`src/logic/tbl_map.vh`:
```
// Purpose: Constants of the card-side block link layer.
// Assumes: Included by the link and receive parser design files; the check module does not include it.
// Notes: Bit positions count from zero, so b8 of the control byte is bit 7.
`ifndef TBL_MAP_VH
`define TBL_MAP_VH

// ----------------------------------------------------------------------------
// Control byte fields
// ----------------------------------------------------------------------------
`define TBL_PCB_B8 7
`define TBL_PCB_B7 6
`define TBL_PCB_B6 5
`define TBL_PCB_B5 4
`define TBL_R_ERR_NONE 4'h0
`define TBL_R_ERR_EDC 4'h1
`define TBL_R_ERR_OTHER 4'h2
`define TBL_S_RESYNCH 5'h00
`define TBL_S_IFS 5'h01
`define TBL_S_ABORT 5'h02
`define TBL_S_WTX 5'h03
`define TBL_PCB_I 8'h00
`define TBL_PCB_R 8'h80
`define TBL_PCB_S 8'hC0

// ----------------------------------------------------------------------------
// Block layout
// ----------------------------------------------------------------------------
`define TBL_NAD_DEFAULT 8'h00
`define TBL_LEN_MAX 8'hFE
`define TBL_LEN_RFU 8'hFF
`define TBL_IFS_DEFAULT 8'h20
`define TBL_RETRY_MAX 2'h2

`endif

```
`src/logic/tbl_link.v`:
```
// Contract
// - I control byte: b8 clear, b7 send number, b6 more-data, rest reserved.
// - R control byte: b8 set, b7 b6 clear, b5 expected number, low code.
// - R error code 0 clean, 1 check or parity, 2 other; no other codes.
// - S control byte: b8 b7 set; b6 clear request, set response.
// - S type 0 resynch, 1 size, 2 abort, 3 waiting extension; rest reserved.
// - Length counts information bytes 0 to 254; FFh never used.
// - I carries data, R none; size and extension one byte; others none.
// - Every block ends with a one-byte longitudinal check.
// - Unchained I received correctly is answered by our own I-block; the code sends nothing while app_tx_req is low.
// - Chained I received correctly is answered by R with the other number.
// - Card may request waiting extension; terminal answers with extension response.
// - Size request answered with size response holding the same byte.
// - Parity, check, control, length faults, lost sync, missing S response are invalid.
// - Recovery escalates: retransmit, resynch response, then card goes silent; the code retransmits twice, then goes silent.
// - Invalid first received block is answered with R numbered zero.
// - After I, failures bring R for expected I; after R, resend R.
// - Unanswered S request resent; after S response, failures bring R.
// - Card size request resent once at most, then card keeps receiving.
// - Address byte is zero: both addresses zero, b8 and b4 zero.
// - Block order: address, control, length, information, check byte.
//
// Purpose: Card-side block link layer: parses terminal blocks and builds answers.
// Assumes: Bytes move one per strobe; timeout marks the block waiting time expiry.
// Notes: The application supplies outgoing data and requests extensions or size.
`timescale 1ns/1ps
`include "tbl_map.vh"
module tbl_link (
  input wire clk,
  input wire nrst,
  input wire rx_vld,
  input wire [7:0] rx_byte,
  input wire rx_err,
  input wire bwt_timeout,
  input wire tx_rdy,
  output reg tx_vld_r,
  output reg [7:0] tx_byte_r,
  output reg app_rx_vld_r,
  output reg [7:0] app_rx_byte_r,
  output reg app_rx_end_r,
  input wire app_tx_req,
  input wire [7:0] app_tx_len,
  input wire app_tx_more,
  input wire [7:0] app_tx_data,
  output reg app_tx_take_r,
  input wire wtx_req,
  input wire [7:0] wtx_mult,
  input wire ifs_req,
  input wire [7:0] ifs_val,
  output reg [7:0] ifsd_r,
  output reg wtx_ok_r,
  output reg mute_r,
  output reg link_idle_r
);
  // --------------------------------------------------------------------------
  // Received block decode
  // --------------------------------------------------------------------------
  wire [7:0] nad;
  wire [7:0] pcb;
  wire [7:0] len;
  wire [7:0] inf0;
  wire inf_vld;
  wire [7:0] inf_byte;
  wire blk_done;
  wire edc_bad;
  wire par_bad;
  reg [7:0] ifsc_r;

  tbl_rx_parse u_rx (
    .clk(clk),
    .nrst(nrst),
    .abort(mute_r),
    .rx_vld(rx_vld),
    .rx_byte(rx_byte),
    .rx_err(rx_err),
    .nad_r(nad),
    .pcb_r(pcb),
    .len_r(len),
    .inf0_r(inf0),
    .inf_vld_r(inf_vld),
    .inf_r(inf_byte),
    .blk_done_r(blk_done),
    .edc_bad_r(edc_bad),
    .par_bad_r(par_bad)
  );

  wire is_i = ~pcb[`TBL_PCB_B8];
  wire is_r = pcb[`TBL_PCB_B8] & ~pcb[`TBL_PCB_B7];
  wire is_s = pcb[`TBL_PCB_B8] & pcb[`TBL_PCB_B7];
  wire s_rsp = pcb[`TBL_PCB_B6];
  wire [4:0] s_type = pcb[4:0];
  wire nad_ok = (nad == `TBL_NAD_DEFAULT);
  wire r_ok = ~pcb[`TBL_PCB_B6] & (pcb[3:0] <= `TBL_R_ERR_OTHER) & (len == 8'h00);
  wire s_one = (s_type == `TBL_S_IFS) || (s_type == `TBL_S_WTX);
  wire s_none = (s_type == `TBL_S_RESYNCH) || (s_type == `TBL_S_ABORT);
  wire s_ok = (s_one & (len == 8'h01)) | (s_none & (len == 8'h00));
  wire len_ok = (len != `TBL_LEN_RFU) && (len <= ifsc_r);
  wire pcb_ok = is_i | (is_r & r_ok) | (is_s & s_ok);
  wire blk_bad = edc_bad | par_bad | ~nad_ok | ~pcb_ok | ~len_ok;

  // --------------------------------------------------------------------------
  // Protocol state
  // --------------------------------------------------------------------------
  localparam ST_RX = 3'h0;
  localparam ST_TX = 3'h1;
  localparam ST_INF = 3'h2;
  localparam ST_EDC = 3'h3;
  localparam ST_MUTE = 3'h4;
  localparam K_I = 2'h0;
  localparam K_R = 2'h1;
  localparam K_S = 2'h2;

  reg [2:0] st_r;
  reg ns_r;
  reg nr_r;
  reg first_r;
  reg [1:0] retry_r;
  reg [1:0] last_k_r;
  reg [7:0] last_pcb_r;
  reg [7:0] last_len_r;
  reg [7:0] last_inf_r;
  reg s_pend_r;
  reg ifs_out_r;
  reg [7:0] tx_pcb_r;
  reg [7:0] tx_len_r;
  reg [7:0] tx_inf_r;
  reg [1:0] tx_idx_r;
  reg [7:0] tx_cnt_r;
  reg [7:0] tx_lrc_r;
  reg tx_app_r;

  always @(posedge clk) begin
    if (!nrst) begin
      st_r <= ST_RX;
      ifsc_r <= `TBL_IFS_DEFAULT;
      ifsd_r <= `TBL_IFS_DEFAULT;
      ns_r <= 1'b0;
      nr_r <= 1'b0;
      first_r <= 1'b1;
      retry_r <= 2'h0;
      last_k_r <= K_R;
      last_pcb_r <= `TBL_PCB_R;
      last_len_r <= 8'h00;
      last_inf_r <= 8'h00;
      s_pend_r <= 1'b0;
      ifs_out_r <= 1'b0;
      tx_pcb_r <= 8'h00;
      tx_len_r <= 8'h00;
      tx_inf_r <= 8'h00;
      tx_idx_r <= 2'h0;
      tx_cnt_r <= 8'h00;
      tx_lrc_r <= 8'h00;
      tx_app_r <= 1'b0;
      tx_vld_r <= 1'b0;
      tx_byte_r <= 8'h00;
      app_rx_vld_r <= 1'b0;
      app_rx_byte_r <= 8'h00;
      app_rx_end_r <= 1'b0;
      app_tx_take_r <= 1'b0;
      wtx_ok_r <= 1'b0;
      mute_r <= 1'b0;
      link_idle_r <= 1'b1;
    end else begin
      app_rx_vld_r <= inf_vld & ~pcb[`TBL_PCB_B8];
      app_rx_byte_r <= inf_byte;
      app_rx_end_r <= 1'b0;
      app_tx_take_r <= 1'b0;
      wtx_ok_r <= 1'b0;
      link_idle_r <= (st_r == ST_RX);
      case (st_r)
        ST_RX: begin
          if (wtx_req && !s_pend_r) begin
            tx_pcb_r <= `TBL_PCB_S | {3'h0, `TBL_S_WTX};
            tx_len_r <= 8'h01;
            tx_inf_r <= wtx_mult;
            s_pend_r <= 1'b1;
            st_r <= ST_TX;
          end else if (ifs_req && !s_pend_r) begin
            tx_pcb_r <= `TBL_PCB_S | {3'h0, `TBL_S_IFS};
            tx_len_r <= 8'h01;
            tx_inf_r <= ifs_val;
            s_pend_r <= 1'b1;
            ifs_out_r <= 1'b1;
            st_r <= ST_TX;
          end else if (blk_done || bwt_timeout) begin
            st_r <= ST_TX;
            tx_len_r <= 8'h00;
            if (blk_done && !blk_bad && !(s_pend_r && !(is_s && s_rsp))) begin
              retry_r <= 2'h0;
              first_r <= 1'b0;
              if (is_s && s_rsp) begin
                s_pend_r <= 1'b0;
                ifs_out_r <= 1'b0;
                if (s_type == `TBL_S_WTX) wtx_ok_r <= 1'b1;
                if (s_type == `TBL_S_IFS) ifsc_r <= inf0;
                tx_pcb_r <= last_pcb_r;
                tx_len_r <= last_len_r;
                tx_inf_r <= last_inf_r;
                st_r <= ST_RX;
              end else if (is_s) begin
                tx_pcb_r <= pcb | 8'h20;
                tx_len_r <= len;
                tx_inf_r <= inf0;
                if (s_type == `TBL_S_IFS) ifsd_r <= inf0;
                if (s_type == `TBL_S_RESYNCH) begin
                  ns_r <= 1'b0;
                  nr_r <= 1'b0;
                end
              end else if (is_i) begin
                nr_r <= ~pcb[`TBL_PCB_B7];
                app_rx_end_r <= ~pcb[`TBL_PCB_B6];
                if (pcb[`TBL_PCB_B6]) begin
                  tx_pcb_r <= `TBL_PCB_R | {3'h0, ~pcb[`TBL_PCB_B7], `TBL_R_ERR_NONE};
                end else begin
                  st_r <= app_tx_req ? ST_TX : ST_RX;
                  if (app_tx_req) ns_r <= ~ns_r;
                  tx_app_r <= 1'b1;
                  tx_pcb_r <= {1'b0, ns_r, app_tx_more, 5'h00};
                  tx_len_r <= app_tx_len;
                end
              end else begin
                // The number advances as each I-block goes out, so a request
                // naming the current number asks for the next block.
                if (pcb[`TBL_PCB_B5] == ns_r && last_k_r == K_I) begin
                  if (app_tx_req) ns_r <= ~ns_r;
                  tx_app_r <= 1'b1;
                  tx_pcb_r <= {1'b0, ns_r, app_tx_more, 5'h00};
                  tx_len_r <= app_tx_len;
                  st_r <= app_tx_req ? ST_TX : ST_RX;
                end else begin
                  tx_pcb_r <= last_pcb_r;
                  tx_len_r <= last_len_r;
                  tx_inf_r <= last_inf_r;
                end
              end
            end else if (ifs_out_r && retry_r == 2'h1) begin
              st_r <= ST_RX;
              ifs_out_r <= 1'b0;
              s_pend_r <= 1'b0;
              retry_r <= 2'h0;
            end else if (retry_r == `TBL_RETRY_MAX) begin
              st_r <= ST_MUTE;
              mute_r <= 1'b1;
            end else begin
              retry_r <= retry_r + 2'h1;
              if (first_r) begin
                tx_pcb_r <= `TBL_PCB_R | {4'h0, (edc_bad | par_bad) ?
                  `TBL_R_ERR_EDC : `TBL_R_ERR_OTHER};
              end else if (s_pend_r || last_k_r == K_R) begin
                tx_pcb_r <= last_pcb_r;
                tx_len_r <= last_len_r;
                tx_inf_r <= last_inf_r;
              end else begin
                tx_pcb_r <= `TBL_PCB_R | {3'h0, nr_r, (edc_bad | par_bad) ?
                  `TBL_R_ERR_EDC : `TBL_R_ERR_OTHER};
              end
            end
          end
        end
        ST_TX: begin
          if (!tx_vld_r || tx_rdy) begin
            tx_vld_r <= 1'b1;
            case (tx_idx_r)
              2'h0: begin
                tx_byte_r <= `TBL_NAD_DEFAULT;
                tx_lrc_r <= `TBL_NAD_DEFAULT;
                tx_idx_r <= 2'h1;
              end
              2'h1: begin
                tx_byte_r <= tx_pcb_r;
                tx_lrc_r <= tx_lrc_r ^ tx_pcb_r;
                tx_idx_r <= 2'h2;
              end
              default: begin
                tx_byte_r <= tx_len_r;
                tx_lrc_r <= tx_lrc_r ^ tx_len_r;
                tx_cnt_r <= tx_len_r;
                tx_idx_r <= 2'h0;
                st_r <= (tx_len_r == 8'h00) ? ST_EDC : ST_INF;
              end
            endcase
          end
        end
        ST_INF: begin
          // The application advances its data only after the take pulse, so
          // the byte after a take waits one cycle with valid low.
          if (!tx_vld_r || tx_rdy) begin
            if (tx_app_r && app_tx_take_r) begin
              tx_vld_r <= 1'b0;
            end else begin
              tx_vld_r <= 1'b1;
              tx_byte_r <= tx_app_r ? app_tx_data : tx_inf_r;
              tx_lrc_r <= tx_lrc_r ^ (tx_app_r ? app_tx_data : tx_inf_r);
              app_tx_take_r <= tx_app_r;
              tx_cnt_r <= tx_cnt_r - 8'h01;
              if (tx_cnt_r == 8'h01) st_r <= ST_EDC;
            end
          end
        end
        ST_EDC: begin
          if (tx_rdy) begin
            if (tx_vld_r && tx_byte_r == tx_lrc_r && tx_idx_r == 2'h3) begin
              tx_vld_r <= 1'b0;
              tx_idx_r <= 2'h0;
              st_r <= ST_RX;
              last_pcb_r <= tx_pcb_r;
              last_len_r <= tx_app_r ? 8'h00 : tx_len_r;
              last_inf_r <= tx_inf_r;
              last_k_r <= tx_pcb_r[`TBL_PCB_B8] ? (tx_pcb_r[`TBL_PCB_B7] ? K_S : K_R) : K_I;
              tx_app_r <= 1'b0;
            end else begin
              tx_byte_r <= tx_lrc_r;
              tx_idx_r <= 2'h3;
            end
          end
        end
        ST_MUTE: begin
          tx_vld_r <= 1'b0;
        end
        default: begin
          st_r <= ST_RX;
        end
      endcase
    end
  end
endmodule // tbl_link

```
`src/logic/tbl_lrc.v`:
```
// Purpose: Running longitudinal check over the bytes of one block.
// Assumes: Bytes arrive one per strobe; clear precedes each block.
// Notes: The check is a plain XOR of every byte seen since the clear.
`timescale 1ns/1ps
module tbl_lrc #(
  parameter W = 8
) (
  input wire clk,
  input wire nrst,
  input wire clr,
  input wire en,
  input wire [W-1:0] din,
  output reg [W-1:0] lrc_r
);
  always @(posedge clk) begin
    if (!nrst || clr) begin
      lrc_r <= {W{1'b0}};
    end else if (en) begin
      lrc_r <= lrc_r ^ din;
    end
  end
endmodule // tbl_lrc

```
`src/logic/tbl_rx_parse.v`:
```
// Purpose: Splits received bytes into prologue, information field and check byte.
// Assumes: rx_err marks a parity or framing fault on the byte it comes with.
// Notes: blk_done pulses with a verdict once the check byte has arrived.
`timescale 1ns/1ps
`include "tbl_map.vh"
module tbl_rx_parse (
  input wire clk,
  input wire nrst,
  input wire abort,
  input wire rx_vld,
  input wire [7:0] rx_byte,
  input wire rx_err,
  output reg [7:0] nad_r,
  output reg [7:0] pcb_r,
  output reg [7:0] len_r,
  output reg [7:0] inf0_r,
  output reg inf_vld_r,
  output reg [7:0] inf_r,
  output reg blk_done_r,
  output reg edc_bad_r,
  output reg par_bad_r
);
  localparam ST_NAD = 2'h0;
  localparam ST_PCB = 2'h1;
  localparam ST_LEN = 2'h2;
  localparam ST_INF = 2'h3;

  reg [1:0] st_r;
  reg [7:0] cnt_r;
  reg edc_phase_r;
  wire [7:0] lrc;
  wire lrc_clr;

  assign lrc_clr = blk_done_r | abort;

  tbl_lrc #(.W(8)) u_lrc (
    .clk(clk),
    .nrst(nrst),
    .clr(lrc_clr),
    .en(rx_vld & ~edc_phase_r),
    .din(rx_byte),
    .lrc_r(lrc)
  );

  always @(posedge clk) begin
    if (!nrst || abort) begin
      st_r <= ST_NAD;
      cnt_r <= 8'h00;
      edc_phase_r <= 1'b0;
      nad_r <= 8'h00;
      pcb_r <= 8'h00;
      len_r <= 8'h00;
      inf0_r <= 8'h00;
      inf_vld_r <= 1'b0;
      inf_r <= 8'h00;
      blk_done_r <= 1'b0;
      edc_bad_r <= 1'b0;
      par_bad_r <= 1'b0;
    end else begin
      inf_vld_r <= 1'b0;
      blk_done_r <= 1'b0;
      if (blk_done_r) begin
        par_bad_r <= 1'b0;
        edc_bad_r <= 1'b0;
      end
      if (rx_vld) begin
        if (rx_err) begin
          par_bad_r <= 1'b1;
        end
        // Fields arrive in fixed order: address, control, length, data, check.
        case (st_r)
          ST_NAD: begin
            nad_r <= rx_byte;
            st_r <= ST_PCB;
          end
          ST_PCB: begin
            pcb_r <= rx_byte;
            st_r <= ST_LEN;
          end
          ST_LEN: begin
            len_r <= rx_byte;
            cnt_r <= rx_byte;
            st_r <= ST_INF;
            edc_phase_r <= (rx_byte == 8'h00);
          end
          ST_INF: begin
            if (edc_phase_r) begin
              edc_bad_r <= (lrc != rx_byte);
              blk_done_r <= 1'b1;
              edc_phase_r <= 1'b0;
              st_r <= ST_NAD;
            end else begin
              if (cnt_r == len_r) begin
                inf0_r <= rx_byte;
              end
              inf_vld_r <= 1'b1;
              inf_r <= rx_byte;
              cnt_r <= cnt_r - 8'h01;
              edc_phase_r <= (cnt_r == 8'h01);
            end
          end
          default: begin
            st_r <= ST_NAD;
          end
        endcase
      end
    end
  end
endmodule // tbl_rx_parse

```
`config.mk`:
```
export PLATFORM = sky130hd
export DESIGN_NAME = tbl_link
export DESIGN_NICKNAME = d
export VERILOG_FILES = /design/src/logic/tbl_link.v /design/src/logic/tbl_lrc.v /design/src/logic/tbl_rx_parse.v
export VERILOG_INCLUDE_DIRS = /design/src /design/src/logic
export SDC_FILE = /design/constraint.sdc
export NUM_CORES = 1
export LEC_CHECK = 0
export BUFFER_PORTS_ARGS = -buffer_cell sky130_fd_sc_hd__buf_4
export CAP_MARGIN = 40
export CORE_UTILIZATION = 55
export DETAILED_ROUTE_END_ITERATION = 8
export HOLD_SLACK_MARGIN = 0.1
export PLACE_DENSITY = 0.81
export SLEW_MARGIN = 20
export SYNTH_ARGS = -nofsm -noshare
export SYNTH_HDL_FRONTEND = slang
export SYNTH_SLANG_ARGS = --single-unit
```
`constraint.sdc`:
```
create_clock -name clk -period 7.5 [get_ports clk]
set_clock_uncertainty 0.2 [all_clocks]
set_input_delay 0 -clock clk [delete_from_list [all_inputs] [get_ports clk]]
set_output_delay 0 -clock clk [all_outputs]
set_load 0.005 [all_outputs]
```
# Word level (Yosys, flattened, before mapping)
# Cells that the tools add are included.
# totals
output_inout_bits,31
regBits,181
in_bits,50
# op_classes
n_mux,135
n_lt_le_gt_ge,2
n_addsub,3
n_reduce_logical,78
bitwise,43
n_eq_ne,54
# ops
cell,n
8-bit two-way mux,53
8-bit case mux with 2 select lines,5
3-bit two-way mux,16
1-bit two-way mux,43
8-bit zero test,4
8-bit XOR,4
2-bit != test (second input constant),14
5-bit AND reduction,5
8-bit by 1-bit == test with 1-bit output (second input constant),3
8-bit case mux with 3 select lines,1
8-bit AND reduction,3
1-bit NOT,21
2-bit two-way mux,10
9-bit AND reduction,2
8-bit == test,2
4-bit AND reduction,4
8-bit by 1-bit subtractor with 8-bit output (second input constant),2
3-bit case mux with 5 select lines,1
7-bit AND reduction,2
1-bit logical AND,12
3-bit != test (second input constant),4
4-bit != test (second input constant),3
2-bit AND reduction,6
3-bit AND reduction,4
other kinds (39),91

# Depth between registers and ports, before layout
# depth
ltp_word,17
ltp_mapped,12

# By module
# Synthesis repeated with hierarchy kept, for this count alone.
# hier_totals
hier_cells,1195
hier_area_um2,9539.1
# by_module_without_submodules
mod,area_per_inst_um2,n_inst,cells_per_inst
tbl_link,6498.7,1,843
tbl_rx_parse,2656.3,1,316
tbl_lrc,384.1,1,36

# Worst setup path before layout
# No wires, ideal clock.
# synth_path
path_type,register -> register
start,reg u_rx.len_r[0]
end,reg ifsd_r[5]
path_buffers,3
t_arrival_ns,2.569
path_stages_with_launch,13
period_less_slack_ns,2.898
path_slack_ns,4.602
cell_sequence,dfxtp_1 -> clkbuf_1 -> inv_1 -> ha_1 -> and4_1 -> nand2b_1 -> a2111oi_4 -> nand4_1 -> buf_6 -> or4_4 -> buf_6 -> mux2i_1 -> nand2_1
# synth_via
elab_chain_cells,12
word_cells_on_any_way,21
classes_between,1 x order compare; 2 x eq/ne; 12 x bitwise; 6 x reduce/logical
# synth_lines
element,line,text
from (decl),tbl_rx_parse.v:15,"output reg [7:0] len_r,"
from (signal assigned),tbl_rx_parse.v:81,len_r <= rx_byte;
8-bit by 1-bit == test with 1-bit output / 8-bit zero test (equally long branches),"tbl_link.v:96, tbl_link.v:93",
1-bit bitwise AND (on tied branches),"tbl_link.v:96, tbl_link.v:93",
1-bit bitwise OR / 1-bit bitwise AND (equally long branches),"tbl_link.v:96, tbl_link.v:98",
1-bit bitwise AND / 1-bit bitwise OR (equally long branches),tbl_link.v:98,wire pcb_ok = is_i | (is_r & r_ok) | (is_s & s_ok);
1-bit bitwise OR,tbl_link.v:98,
1-bit NOT,tbl_link.v:99,wire blk_bad = edc_bad | par_bad | ~nad_ok | ~pcb_ok | ~len_ok;
1-bit bitwise OR,tbl_link.v:99,
1-bit bitwise OR (*),tbl_link.v:99,
1-bit zero test (*),tbl_link.v:188,if (blk_done && !blk_bad && !(s_pend_r && !(is_s && s_rsp))) begin
1-bit logical AND (*) (2 in series),tbl_link.v:188,
8-bit AND reduction (no source line) (*),-,
to (signal assigned),tbl_link.v:136,ifsd_r <= `TBL_IFS_DEFAULT;
to (signal assigned),tbl_link.v:204,if (s_type == `TBL_S_IFS) ifsd_r <= inf0;
to (decl),tbl_link.v:50,"output reg [7:0] ifsd_r,"
# Mark *: on every way between the ends. The rest lies on a longest branch, timed or not.
# A chain may end at the register's enable or synchronous reset.

# Worst setup path in the final report
# layout_path
start,reg u_rx.len_r[0]
end,reg tx_inf_r[3]
# layout_via
elab_chain_cells,15
word_cells_on_any_way,31
classes_between,1 x order compare; 7 x eq/ne; 4 x mux; 12 x bitwise; 7 x reduce/logical
# layout_lines
element,line,text
8-bit by 1-bit == test with 1-bit output / 8-bit zero test (equally long branches),"tbl_link.v:96, tbl_link.v:93",
1-bit bitwise AND (on tied branches),"tbl_link.v:96, tbl_link.v:93",
1-bit bitwise OR / 1-bit bitwise AND (equally long branches),"tbl_link.v:96, tbl_link.v:98",
1-bit bitwise AND / 1-bit bitwise OR (equally long branches),tbl_link.v:98,
1-bit bitwise OR,tbl_link.v:98,
1-bit NOT,tbl_link.v:99,
1-bit bitwise OR,tbl_link.v:99,
1-bit bitwise OR (*),tbl_link.v:99,
1-bit zero test (*),tbl_link.v:188,
1-bit logical AND (*) (2 in series),tbl_link.v:188,
8-bit two-way mux,tbl_link.v:188,
8-bit two-way mux,tbl_link.v:185,end else if (blk_done || bwt_timeout) begin
8-bit two-way mux,tbl_link.v:178,end else if (ifs_req && !s_pend_r) begin
8-bit two-way mux,tbl_link.v:172,if (wtx_req && !s_pend_r) begin
to (signal assigned),tbl_link.v:175,tx_inf_r <= wtx_mult;
to (signal assigned),tbl_link.v:181,tx_inf_r <= ifs_val;
to (signal assigned),tbl_link.v:198,tx_inf_r <= last_inf_r;
to (decl),tbl_link.v:126,reg [7:0] tx_inf_r;
# Mark *: on every way between the ends. The rest lies on a longest branch, timed or not. The select of a mux whose other input is x is not followed.

==> impl_metrics.csv <==
group,metric,value,unit
power_and_ir_drop,intPower,1.988,mW
yosys,ys_ff_latch,181,
clock_tree,h-tree-depth,4,
worst_setup_path,path_max_fanout,10,
routing,via_per_inst,6.266,
sta,slew_violations,0,
sta,setup_tns,0,ps
power_and_ir_drop,finalPower,3.096,mW
floorplanning,initial_core_util,56.36,%
yosys,synth_area_leaders,"dfxtp_1, a21oi_1, nand2_1",
yosys,yosysTopAreaCellShare,38.77,%
floorplanning,fp.coreArea,16580,um^2
final_layout,nets,1333,
final_layout,final_layout_size_suffix_gt1_share,11.81,%
final_layout,syn_to_final_growth,19.29,%
global_route,grt_use_total,31.29,%
global_route,grt_pass1_wl,43.57,mm
clock_tree,clock_sinks,181,
global_route,grt_max_degree,71,
yosys,ys_dominant_reg_cell,"dfxtp_1",
place,dp_hpwl,18.08,mm
floorplanning,rows,47,
floorplanning,die_h,132.4,um
yosys,async_flop_share,0,%
final_layout,mostFrequentLayoutCells,"dfxtp_1, nand2_1, a21oi_1",
yosys,yosysSeqAreaShare,38.77,%
floorplanning,die-area,17520,um^2
final_layout,final_common_cell,"dfxtp_1",
clock_tree,numCtsBuffers,17,
worst_setup_path,crit_path_cell_trace,"inv_1 -> ha_1 -> and4_1 -> nand2b_1 -> a2111oi_4 -> nand4_1 -> mux2i_1 -> a211o_1 -> a31oi_1 -> dlygate4sd3_1",
clock_tree,path_clk_slew,70,ps
hold_path,hold_class,"in -> reg",
sta,tightest_slew,839.5,ps
yosys,syn_area,9346,um^2
worst_setup_path,worstSetupPathType,"reg -> reg",
power_and_ir_drop,ir_drop,0.0001780,V
routing,drc,0,
routing,drt_iter0_markers,1121,
sta,period_share,51.63,%
sta,setup_viol,0,
run_status,status,"complete, no violations",
routing,wirelength,27.54,mm
yosys,synth_area_per_cell,7.861,um^2
clock_tree,cts_setup_buffers,0,
power_and_ir_drop,p_switching,1.108,mW
worst_setup_path,critPathSlowestCell,"nand4_1",
floorplanning,die_w,132.4,um
routing,drt-wirelength-per-cell,18.37,um
floorplanning,io_pins,81,
worst_setup_path,cp-end-kind,"flop",
final_layout,register_area,3623,um^2
clock_tree,ctsRootBufferMaster,"clkbuf_16",
clock_tree,cts-resized-gates,0,
power_and_ir_drop,pwr_density_cell,277.7,nW/um^2
clock_tree,clock_path_buffers,2,
power_and_ir_drop,seqPwrFrac,39.0,%
power_and_ir_drop,comb_power_share,30.2,%
yosys,ys_types,66,
worst_setup_path,cp.required,7690,ps
yosys,ys_warn_count,0,
yosys,synth_cells,1189,
sta,slew_headroom,43.96,%
sta,fmax,258.3,MHz
sta,finalCriticalPeriod,3872,ps
global_route,antenna_found_initial,0,
clock_tree,clock_latency,450,ps
clock_tree,cts_tree,"done",
global_route,grt_pass1_vias,8599,
place,gp_congestion,0.9224,
final_layout,multi_input_area,5263,um^2
yosys,synth_edf_count,0,
routing,drtPass1Iterations,8,
global_route,grt.overflow.total,0,
place,portBuffers,80,
power_and_ir_drop,p_leak,4.418,nW
sta,rsz0062_at_grt,"false",
power_and_ir_drop,switching_share,35.79,%
clock_tree,postCtsHoldBufs,54,
yosys,synth_top_area_cell,"dfxtp_1",
sta,hold_viol_final,0,
yosys,syn_nets,1256,
flow_run,maxCapViolations,0,
final_layout,fillers,1356,
routing,vias,9392,
power_and_ir_drop,clockPowerShare,30.8,%
worst_setup_path,crit_path_max_incr_delay,670,ps
worst_setup_path,start_kind,"flop",
worst_setup_path,crit_arrival,4060,ps
routing,ant_nets,0,
final_layout,diodes,0,
[critical path: cells and delay by family, from the launching register on]
kind / cells / cell delay, ps
adders and majority gates: 1 / 270
buffers and inverters: 2 / 650
DFF: 1 / 490
muxes: 1 / 280
AOI/OAI and AO/OA: 3 / 920
and+or+nand+nor: 3 / 1000
[layer usage]
layer | vias up | share of wire, % | track usage (%)
met2 | 537 | 46 | 49.30
met4 | 0 | 3.1 | 13.67
met5 | - | 0 | 0
met3 | 86 | 9.1 | 6.959
li1 | 4357 | - | -
met1 | 4412 | 42 | 41.07
[per-stage QoR]
step           instance area [um^2]  instances  hold slack, ps  worst slack, ps  util [%]
2_1_floorplan                  9346       1189          -51.70             4602         -
3_3_place_gp                   9942       1409           51.24             4105     59.95
3_5_place_dp                   9972       1411           59.37             3992     60.13
4_1_cts                       11130       1497           216.2             3723     67.14
5_1_grt                       11150       1499           257.5             3427     67.23
6_report                      11150       1499           226.8             3628     67.23
[final cells by class]
| cell class | instances | area share (%) |
|---|---|---|
| Clock inverter | 13 | 1.515 |
| Multi-Input combinational cell | 889 | 47.20 |
| Sequential cell | 181 | 32.50 |
| Clock buffer | 19 | 4.062 |
| Inverter | 30 | 1.010 |
| Tap cell | 220 | 2.469 |
| Timing Repair Buffer | 147 | 11.24 |
[synth_stat cells (all sizes together) (4+ instances only)]
cell type	n
nand4	13
and2	13
xor2	24
mux2i	53
o2111ai	8
nor2	141
o221a	4
ha	17
o21ai	57
inv	30
a31oi	8
and3	6
a41oi	8
dfxtp	181
o22a	9
nand2	145
nand3b	15
nor2b	10
nor3	21
a22oi	12
mux2	8
o211ai	12
nor4	12
a21oi	144
xnor2	9
a211oi	11
buf	11
o32ai	6
clkbuf	78
o22ai	10
nand3	44
o21a	7
or4	5
or3	5
nand2b	18
[worst paths after layout]
path                                    from                         end  slack (ps)  cells past startpoint
setup reg to reg  u_rx.len_r[0]$_SDFFE_PP0P_    tx_inf_r[3]$_SDFFE_PN0P_        3630                     10
hold / removal                    rx_byte[1]  u_rx.inf_r[1]$_SDFFE_PP0P_         230                      4
setup / recovery  u_rx.len_r[0]$_SDFFE_PP0P_    tx_inf_r[3]$_SDFFE_PN0P_        3630                     10
hold reg to reg   u_rx.inf_r[3]$_SDFFE_PP0P_  u_rx.inf_r[3]$_SDFFE_PP0P_         250                      2
[logic make-up after synthesis]
family,Yosys count,share of synthesized area (%)
AO/OA/AOI/OAI,322,21.39
XOR/XNOR,33,3.092
adder cells (fa/ha/maj),17,2.276
buffers and inverters,119,5.006
flip-flops,181,38.77
multiplexers,61,6.640
AND/OR/NAND/NOR,456,22.82
[power groups by stage]
| stage | clock [mW] | combinational (mW) | sequential, mW |
|---|---|---|---|
| 5_1_grt | 0.993 | 1.02 | 1.22 |
| 2_1_floorplan | 0 | 0.698 | 1.15 |
| 3_3_place_gp | 0 | 0.817 | 1.22 |
| 3_5_place_dp | 0 | 0.860 | 1.22 |
| 6_report | 0.952 | 0.937 | 1.21 |
| 4_1_cts | 0.955 | 0.898 | 1.20 |
No activity file was read; power rests on OpenSTA's default activity.
